$ cat config.mk
export PLATFORM = sky130hd
export DESIGN_NAME = afd_decoder
export DESIGN_NICKNAME = d
export VERILOG_FILES = /design/src/pkg/afd_pkg.sv /design/src/verilog/afd_adder.sv /design/src/verilog/afd_decoder.sv
export SDC_FILE = /design/constraint.sdc
export NUM_CORES = 1
export LEC_CHECK = 0
export ABC_AREA = 1
export BUFFER_PORTS_ARGS = -buffer_cell sky130_fd_sc_hd__buf_4
export CORE_MARGIN = 2
export CORE_UTILIZATION = 44
export DETAILED_ROUTE_END_ITERATION = 6
export MAX_ROUTING_LAYER = met4
export PLACE_DENSITY = 0.71
export RECOVER_POWER = 25
export SKIP_CTS_REPAIR_TIMING = 1
export SLEW_MARGIN = 30
export SYNTH_ARGS = -nofsm -noshare
export SYNTH_HDL_FRONTEND = slang
export SYNTH_SLANG_ARGS = --single-unit
$ cat constraint.sdc
create_clock -name CLK -period 2.6 [get_ports CLK]
set_clock_uncertainty 0.05 [all_clocks]
set_input_delay 0.13 -clock CLK [delete_from_list [all_inputs] [get_ports CLK]]
set_output_delay 0.13 -clock CLK [all_outputs]
set_load 0.05 [all_outputs]
$ cat src/pkg/afd_pkg.sv
// Purpose: Shared constants and types for the addition-family decoder
// Assumes: 8-bit opcodes, CPU clock 200 MHz
// Notes: Flag vector order is {c, z, s, v, d, h}
package afd_pkg;
   // ----------------------------------------
   // Opcode map
   // ----------------------------------------
   localparam logic [7:0] OP_SUM_FIRST = 8'h02;
   localparam logic [7:0] OP_SUM_LAST = 8'h07;
   localparam logic [7:0] OP_SUMC_FIRST = 8'h12;
   localparam logic [7:0] OP_SUMC_LAST = 8'h17;
   localparam logic [7:0] OP_WIDE_RR = 8'h08;
   localparam logic [7:0] OP_WIDE_RI = 8'h09;
   localparam logic [7:0] OP_WIDEC_RR = 8'h18;
   localparam logic [7:0] OP_WIDEC_RI = 8'h19;
   // ----------------------------------------
   // Cycle counts
   // ----------------------------------------
   localparam logic [2:0] FETCH_WORK = 3'h2;
   localparam logic [2:0] FETCH_FILE = 3'h3;
   localparam logic [2:0] FETCH_WIDE = 3'h4;
   localparam logic [2:0] EXEC_DIRECT = 3'h3;
   localparam logic [2:0] EXEC_INDIRECT = 3'h4;
   localparam logic [2:0] EXEC_WIDE = 3'h3;
   // ----------------------------------------
   // Flag positions and reset
   // ----------------------------------------
   localparam int FLG_C = 5;
   localparam int FLG_Z = 4;
   localparam int FLG_S = 3;
   localparam int FLG_V = 2;
   localparam int FLG_D = 1;
   localparam int FLG_H = 0;
   localparam logic [5:0] FLAGS_RST = 6'h00;
   localparam logic [7:0] RESULT_RST = 8'h00;
   // ----------------------------------------
   // Operand modes
   // ----------------------------------------
   typedef enum logic [3:0] {
      AFD_M_WORKING, AFD_M_PTR_WORK, AFD_M_FILE, AFD_M_PTR_FILE,
      AFD_M_CONST, AFD_M_WIDE, AFD_M_NONE
   } afd_mode_e;
   typedef enum logic [1:0] {AFD_IDLE, AFD_FETCH, AFD_EXEC} afd_state_e;
endpackage : afd_pkg

$ cat src/verilog/afd_adder.sv
// Purpose: 8-bit adder producing result and arithmetic flags
// Assumes: Combinational, same clock domain as caller
// Notes: Decimal-adjust flag always returned as 0
`timescale 1ns/10ps
module afd_adder (
   input wire logic [7:0] a,
   input wire logic [7:0] b,
   input wire logic cin,
   output logic [7:0] sum,
   output logic [5:0] flags
);
   logic [8:0] full;
   logic [4:0] low;
   always_comb begin
      full = {1'b0, a} + {1'b0, b} + {8'h00, cin};
      low = {1'b0, a[3:0]} + {1'b0, b[3:0]} + {4'h0, cin};
      sum = full[7:0];
      flags[afd_pkg::FLG_C] = full[8];
      flags[afd_pkg::FLG_Z] = (full[7:0] == 8'h00);
      flags[afd_pkg::FLG_S] = full[7];
      flags[afd_pkg::FLG_V] = (a[7] == b[7]) && (full[7] != a[7]);
      flags[afd_pkg::FLG_D] = 1'b0;
      flags[afd_pkg::FLG_H] = low[4];
   end
endmodule : afd_adder

$ cat src/verilog/afd_decoder.sv
// Purpose: Decode and execute the addition instruction family
// Assumes: Operand values are supplied by the core alongside the opcode
// Notes: Accepts one opcode at a time while BUSY is low
//
// What this block does
// - Opcodes 02-07 add source to destination, six operand modes in order.
// - Opcodes 12-17 add source plus carry, same six operand modes.
// - Opcodes 08/09 wide add, wide or constant source, fetch 4, execute 3.
// - Opcodes 18/19 wide add with carry, fetch 4, execute 3.
// - Narrow forms fetch 2 cycles to working register, else 3.
// - Narrow forms execute 3 cycles direct, 4 with any indirect operand.
// - All sums set C Z S V H from result and clear D.
`timescale 1ns/10ps
module afd_decoder (
   input wire logic CLK,
   input wire logic RST_N,
   input wire logic START,
   input wire logic [7:0] OPCODE,
   input wire logic [7:0] DST_VAL,
   input wire logic [7:0] SRC_VAL,
   input wire logic CARRY_IN,
   output logic BUSY,
   output logic FETCHING,
   output logic DONE,
   output logic ILLEGAL,
   output logic [7:0] RESULT,
   output logic [5:0] FLAGS,
   output logic [3:0] DST_MODE,
   output logic [3:0] SRC_MODE
);
   // ----------------------------------------
   // State
   // ----------------------------------------
   typedef struct packed {
      afd_pkg::afd_state_e state;
      logic busy;
      logic fetching;
      logic [2:0] cnt;
      logic [2:0] exec_len;
      logic [7:0] a;
      logic [7:0] b;
      logic use_c;
      logic cin;
      logic done;
      logic illegal;
      logic [7:0] result;
      logic [5:0] flags;
      afd_pkg::afd_mode_e dmode;
      afd_pkg::afd_mode_e smode;
   } afd_state_s;

   // Idle, nothing accepted, modes read as none
   localparam afd_state_s CUR_RST = '{
      state: afd_pkg::AFD_IDLE,
      busy: 1'b0,
      fetching: 1'b0,
      cnt: 3'h0,
      exec_len: 3'h0,
      a: 8'h00,
      b: 8'h00,
      use_c: 1'b0,
      cin: 1'b0,
      done: 1'b0,
      illegal: 1'b0,
      result: afd_pkg::RESULT_RST,
      flags: afd_pkg::FLAGS_RST,
      dmode: afd_pkg::AFD_M_NONE,
      smode: afd_pkg::AFD_M_NONE
   };

   afd_state_s cur_ff;
   afd_state_s nxt_st;
   logic [7:0] sum;
   logic [5:0] sum_flags;

   // Carry enters only for the with-carry forms
   afd_adder u_adder (
      .a(cur_ff.a),
      .b(cur_ff.b),
      .cin(cur_ff.use_c & cur_ff.cin),
      .sum(sum),
      .flags(sum_flags)
   );

   // ----------------------------------------
   // Decode helpers
   // ----------------------------------------
   logic legal;
   logic narrow;
   logic carry_fam;
   logic [2:0] fetch_len;
   logic [2:0] exec_len;
   afd_pkg::afd_mode_e dm;
   afd_pkg::afd_mode_e sm;
   logic [3:0] low_nib;

   always_comb begin
      low_nib = OPCODE[3:0];
      narrow = (OPCODE >= afd_pkg::OP_SUM_FIRST && OPCODE <= afd_pkg::OP_SUM_LAST)
         || (OPCODE >= afd_pkg::OP_SUMC_FIRST && OPCODE <= afd_pkg::OP_SUMC_LAST);
      legal = narrow || OPCODE == afd_pkg::OP_WIDE_RR || OPCODE == afd_pkg::OP_WIDE_RI
         || OPCODE == afd_pkg::OP_WIDEC_RR || OPCODE == afd_pkg::OP_WIDEC_RI;
      // Bit 4 separates the with-carry family from the plain one
      carry_fam = OPCODE[4];
   end

   // ----------------------------------------
   // Operand modes and cycle counts
   // ----------------------------------------
   always_comb begin
      dm = afd_pkg::AFD_M_NONE;
      sm = afd_pkg::AFD_M_NONE;
      fetch_len = afd_pkg::FETCH_WIDE;
      exec_len = afd_pkg::EXEC_WIDE;
      if (narrow) begin
         unique case (low_nib)
            4'h2: begin
               dm = afd_pkg::AFD_M_WORKING;
               sm = afd_pkg::AFD_M_WORKING;
            end
            4'h3: begin
               dm = afd_pkg::AFD_M_WORKING;
               sm = afd_pkg::AFD_M_PTR_WORK;
            end
            4'h4: begin
               dm = afd_pkg::AFD_M_FILE;
               sm = afd_pkg::AFD_M_FILE;
            end
            4'h5: begin
               dm = afd_pkg::AFD_M_FILE;
               sm = afd_pkg::AFD_M_PTR_FILE;
            end
            4'h6: begin
               dm = afd_pkg::AFD_M_FILE;
               sm = afd_pkg::AFD_M_CONST;
            end
            default: begin
               dm = afd_pkg::AFD_M_PTR_FILE;
               sm = afd_pkg::AFD_M_CONST;
            end
         endcase
         // Fetch follows the destination, execute grows with any indirect operand
         fetch_len = (dm == afd_pkg::AFD_M_WORKING) ? afd_pkg::FETCH_WORK : afd_pkg::FETCH_FILE;
         exec_len = (sm == afd_pkg::AFD_M_PTR_WORK || sm == afd_pkg::AFD_M_PTR_FILE
            || dm == afd_pkg::AFD_M_PTR_FILE) ? afd_pkg::EXEC_INDIRECT : afd_pkg::EXEC_DIRECT;
      end else if (legal) begin
         dm = afd_pkg::AFD_M_WIDE;
         sm = OPCODE[0] ? afd_pkg::AFD_M_CONST : afd_pkg::AFD_M_WIDE;
      end
   end

   // ----------------------------------------
   // Sequencer
   // ----------------------------------------
   always_comb begin
      nxt_st = cur_ff;
      nxt_st.done = 1'b0;
      unique case (cur_ff.state)
         afd_pkg::AFD_IDLE: begin
            nxt_st.illegal = 1'b0;
            if (START) begin
               if (legal) begin
                  nxt_st.state = afd_pkg::AFD_FETCH;
                  nxt_st.busy = 1'b1;
                  nxt_st.fetching = 1'b1;
                  nxt_st.cnt = fetch_len - 3'h1;
                  nxt_st.exec_len = exec_len;
                  // Operands are held here so the core may move on during the instruction
                  nxt_st.a = DST_VAL;
                  nxt_st.b = SRC_VAL;
                  nxt_st.use_c = carry_fam;
                  nxt_st.cin = CARRY_IN;
                  nxt_st.dmode = dm;
                  nxt_st.smode = sm;
               end else begin
                  nxt_st.illegal = 1'b1;
               end
            end
         end
         // START is not looked at here, so a request while busy is dropped
         afd_pkg::AFD_FETCH: begin
            if (cur_ff.cnt == 3'h1) begin
               nxt_st.state = afd_pkg::AFD_EXEC;
               nxt_st.fetching = 1'b0;
               nxt_st.cnt = cur_ff.exec_len;
            end else begin
               nxt_st.cnt = cur_ff.cnt - 3'h1;
            end
         end
         afd_pkg::AFD_EXEC: begin
            if (cur_ff.cnt == 3'h1) begin
               nxt_st.state = afd_pkg::AFD_IDLE;
               nxt_st.busy = 1'b0;
               nxt_st.done = 1'b1;
               nxt_st.result = sum;
               nxt_st.flags = sum_flags;
            end else begin
               nxt_st.cnt = cur_ff.cnt - 3'h1;
            end
         end
      endcase
   end

   always_ff @(posedge CLK or negedge RST_N) begin
      if (!RST_N) begin
         cur_ff <= CUR_RST;
      end else begin
         cur_ff <= nxt_st;
      end
   end

   // ----------------------------------------
   // Outputs
   // ----------------------------------------
   // Every output is a field of the state flop, so none can glitch
   assign BUSY = cur_ff.busy;
   assign FETCHING = cur_ff.fetching;
   assign DONE = cur_ff.done;
   assign ILLEGAL = cur_ff.illegal;
   assign RESULT = cur_ff.result;
   assign FLAGS = cur_ff.flags;
   assign DST_MODE = cur_ff.dmode;
   assign SRC_MODE = cur_ff.smode;
endmodule : afd_decoder

Word level (Yosys, flattened, before mapping):

Cells that the tools add are included.

* add/sub/neg operators: 6
* mux-type cells: 26
* equal/unequal tests: 22
* bitwise logic cells: 1
* reductions and logical operators: 23
* order comparisons: 4

Operator list (count)
* $mux 28: 2
* $mux 3: 6
* $eq 4x2->1 const B: 4
* $eq 8x4->1 const B: 2
* $eq 8x5->1 const B: 2
* $mux 4: 4
* $eq 4x3->1 const B: 3
* $pmux 3 s4: 1
* $reduce_and 4->1: 3
* $ne 2x2->1 const B: 5
* $add 8x8->9: 1
* $add 9x1->9: 1
* $pmux 3 s3: 1
* $ge 8x2->1 const B: 1
* $ge 8x5->1 const B: 1
* $le 8x3->1 const B: 1
* $le 8x5->1 const B: 1
* $logic_not 8->1: 1
* $logic_or 1x1->1: 7
* $mux 1: 7
* $pmux 2 s3: 1
* $reduce_and 3->1: 2
* $sub 3x1->3 const B: 2
* $add 4x4->5: 1
* other kinds (18): 22

* output and inout port bits: 26
* logic and storage cells: 97
* input bits: 28
* register bits: 51

Longest topological paths before layout:

* word-level depth: 12
* mapped depth: 14
* mapped depth without buffers: 14

By module:

From an unflattened synthesis, not the netlist that was laid out.

* cells, all modules: 385
* area, all modules: 2941.6 µm²

Modules (own cells, without submodules)
* afd_decoder: sequential area each 1231.2 µm², times used 1, cells each 292, area an instance 2407.3 µm²
* afd_adder: sequential area each 0.0 µm², times used 1, cells each 93, area an instance 534.3 µm²

Worst setup path after synthesis:

OpenSTA, ideal clock, no wires.

* path type: register -> register
* start point: register cur_ff[25] (netlist bit)
* end point: register cur_ff, in the netlist FLAGS[4]
* data required time: 2.433 ns
* cell stages (with the launch flop): 12
* library setup time: 0.117 ns
* buffers on the path: 0
* setup slack: 0.792 ns
* arrival: 1.640 ns
* clock period less this slack: 1.808 ns
* cells stage by stage: dfrtp_1 > nand2_1 > inv_1 > fa_1 > inv_1 > fa_1 > nand3_1 > nor2_1 > nand3_1 > nor2_1 > nand3_1 > nand2_1

* longest elaborated chain between the ends: 3

RTL lines
* start: declaration: RTL line afd_decoder.sv:71 `afd_state_s cur_ff;`
* start signal: assignment: RTL line afd_decoder.sv:208 `cur_ff <= nxt_st;`
* $and 1x1->1: RTL line afd_decoder.sv:80 `.cin(cur_ff.use_c & cur_ff.cin),`
* $add 9x1->9: RTL line afd_adder.sv:15 `full = {1'b0, a} + {1'b0, b} + {8'h00, cin};`
* $logic_not 8->1: RTL line afd_adder.sv:19 `flags[afd_pkg::FLG_Z] = (full[7:0] == 8'h00);`

Every way passes these cells.
A chain may end at the register's enable or synchronous reset.

Worst setup path after layout:

* start point: register cur_ff[24] (netlist bit)
* end point: register cur_ff, in the netlist FLAGS[4]

Same word-level chain as after synthesis.

==> results.yml <==
hold_path:
  worstHoldPathType: "primary input to register"
grt:
  grt_antenna_before_repair: 0
  grt_usage_pct: 17.8
  grt_max_degree: 48
  grt_pass1_wl_mm: 8.98
  grt_pass1_vias: 2056
  gr-total-overflow: 0
logic_synthesis:
  synth_common_cells: "129 x nand2_1, 43 x dfrtp_1, 32 x inv_1, 24 x buf_4, 20 x o21ai_0"
  syn_inst: 337
  synth-edff-count: 0
  synth.area.top_cells: "dfrtp_1 40%, nand2_1 18%, buf_4 6.7%"
  synth_top_area_share_pct: 39.8
  async_flop_share_pct: 100
  yosys_most_used_dff: "dfrtp_1"
  synth.most_common_cell: "nand2_1"
  synth.distinct_cells: 32
  synth_area_leader_cell: "dfrtp_1"
  synth_seq_cells: 47
  ys_seq_area_share_pct: 43.7
  netlist_area_um2: 2700
  avgSynthCellArea_um2: 8.02
  yosys_warnings: 0
detailed_routing:
  drcViolationCount: 0
  wl_met1_mm: 2.49
  dr_wl_met3_um: 307
  routed_wl_mm: 5.48
  top_layer: "met4"
  drtAntennaViolNets: 0
  initialDrtViolationCount: 101
  vias: 2217
  routed-wl-met2_mm: 2.59
  viasPerCell: 4.80
  wl_per_cell_um: 11.9
  dr.pass1.iters: 4
placed_design:
  placedCellCount: 437
  gp_congestion: 0.876
  dp_hpwl_mm: 3.98
  io_buffers: 50
  pre_cts_slack_ns: 0.681
setup_path:
  required_ns: 2.81
  crit_type: "register to register"
  critPathLaunchType: "register"
  crit_path_max_fanout: 3
  arrival_ns: 2.12
  end_kind: "register"
timing:
  rsz0062_at_grt: "false"
  relSlewSlack_pct: 23.8
  post-route-min-period_ns: 1.91
  tightest_slew_ns: 1.14
  fin_crit_sh_pct: 73.6
  hold_violations: 3
  finalSetupTns_ns: 0
  finalMaxSlewViolations: 0
  whs_ns: -0.0167
  setup_viol: 0
  fin_ws_ns: 0.686
  max_freq_ghz: 0.522
status:
  violations: "hold timing"
  status: "finished with violations"
clock_network:
  clk_latency_ns: 0.31
  root_buffer: "clkbuf_8"
  clk_path_buf_depth: 2
  cts_sinks: 47
  numCtsBuffers: 5
  cts_htree_levels: 2
  cts_tree: "yes"
  clk_transition_reported_paths_ns: 0.10
die:
  core-area_um2: 5920
  die_width_um: 82.4
  die-area_um2: 6780
  dieHeight_um: 82.4
  num_rows: 28
  ios: 54
  start_util_pct: 45.6
final_layout:
  multi_input_area_um2: 1190
  fin_util_pct: 54.5
  drive_gt1_share_pct: 18.9
  stdcell_count: 462
  nNetsFinal: 428
  layout-area-overhead-vs-synth_pct: 19.3
  antenna_cells: 0
  seq_area_um2: 1180
  fillCellCount: 545
power:
  power-per-cell-area_nw_per_um2: 765
  p_leak_nw: 1.74
  ir_drop_mv: 0.430
  finalPower_mw: 2.47
flow_run:
  maxCapViolCount: 0
-- critical path: stages, from the launching register on --
cell and delay, ns:
dfrtp_1 0.36, nand2_1 0.05, inv_1 0.06, fa_1 0.21
inv_1 0.06, fa_1 0.39, inv_1 0.08, nand3_1 0.08
nand2_1 0.12, nand2_1 0.06, nand2_1 0.07, nand3_1 0.06
nor2_1 0.09, nand3_1 0.07, nand2_1 0.06
-- layout by cell type (no fill, tap or decap), types with 2 or more instances in the layout --
cell type | synthesis | layout
nand2_2 | 4 | 4
dfrtp_1 | 43 | 43
nand4_1 | 6 | 6
clkbuf_8 | 0 | 6
nor2_8 | 2 | 2
nand3_1 | 16 | 16
inv_1 | 32 | 32
conb_1 | 1 | 3
o21a_1 | 3 | 3
o21ai_0 | 20 | 20
ha_1 | 12 | 12
fa_1 | 2 | 2
dfstp_2 | 4 | 4
inv_2 | 2 | 2
dlygate4sd3_1 | 0 | 17
a21oi_1 | 7 | 7
nand2_1 | 129 | 129
buf_4 | 24 | 49
o211ai_1 | 2 | 2
nor2_1 | 12 | 12
-- logic make-up after synthesis --
| family | count (synthesis) | synth area share, % |
|---|---|---|
| AND/OR/NAND/NOR | 175 | 27.9 |
| buffers and inverters | 61 | 12.6 |
| flip-flops | 47 | 43.7 |
| AO/OA/AOI/OAI | 37 | 7.87 |
| adder cells (fa/ha/maj) | 14 | 7.04 |
| other | 1 | 0.139 |
| XOR/XNOR | 1 | 0.324 |
| multiplexers | 1 | 0.417 |
-- power by group --
part | total [mW] | switching (mW) | internal (mW)
logic | 1.01 | 0.649 | 0.365
clock network | 0.464 | 0.249 | 0.215
registers | 0.988 | 0.0996 | 0.889
-- registers in the layout (all words and copies together), names as in the netlist --
name,count
DONE,1
FLAGS,5
ILLEGAL,1
cur_ff,25
SRC_MODE,3
FETCHING,1
DST_MODE,3
RESULT,7
BUSY,1
-- worst paths after layout --
| check | startpoint | endpoint | slack (ns) | cells past startpoint |
|---|---|---|---|---|
| max | cur_ff[24] | FLAGS[4] | 0.69 | 14 |
| min | SRC_VAL[0] | cur_ff[26] | -0.02 | 3 |
| max reg2reg | cur_ff[24] | FLAGS[4] | 0.69 | 14 |
| min reg2reg | DST_MODE[2] | DST_MODE[2] | 0.42 | 2 |
| max in group asynchronous | RST_N | ILLEGAL | 1.28 | 2 |
| min in group asynchronous | RST_N | RESULT[4] | 0.52 | 2 |
-- per-layer routing --
layer / track usage, % / vias up
li1: - / 1135
met1: 22.4 / 1011
met2: 28.1 / 58
met3: 4.46 / 13
met4: 6.17 / 0
met5: - / -
-- stage by stage --
step	cell area, um^2	hold WS, ns
after floorplan	2710	-0.216
after global placement	2970	0.120
after detailed placement	2970	0.137
after CTS	3060	-0.209
after global routing	3220	0.0113
final	3220	-0.0167
-- area by class of cell --
| cell class | count | share of cell area [%] |
|---|---|---|
| timing repair buffer | 67 | 16.8 |
| tap | 75 | 2.91 |
| sequential | 47 | 36.6 |
| clock inverter | 1 | 0.155 |
| inverter | 34 | 3.96 |
| multi-input combinational | 231 | 36.8 |
| clock buffer | 7 | 2.68 |
Power figures use the tool's default switching activity.
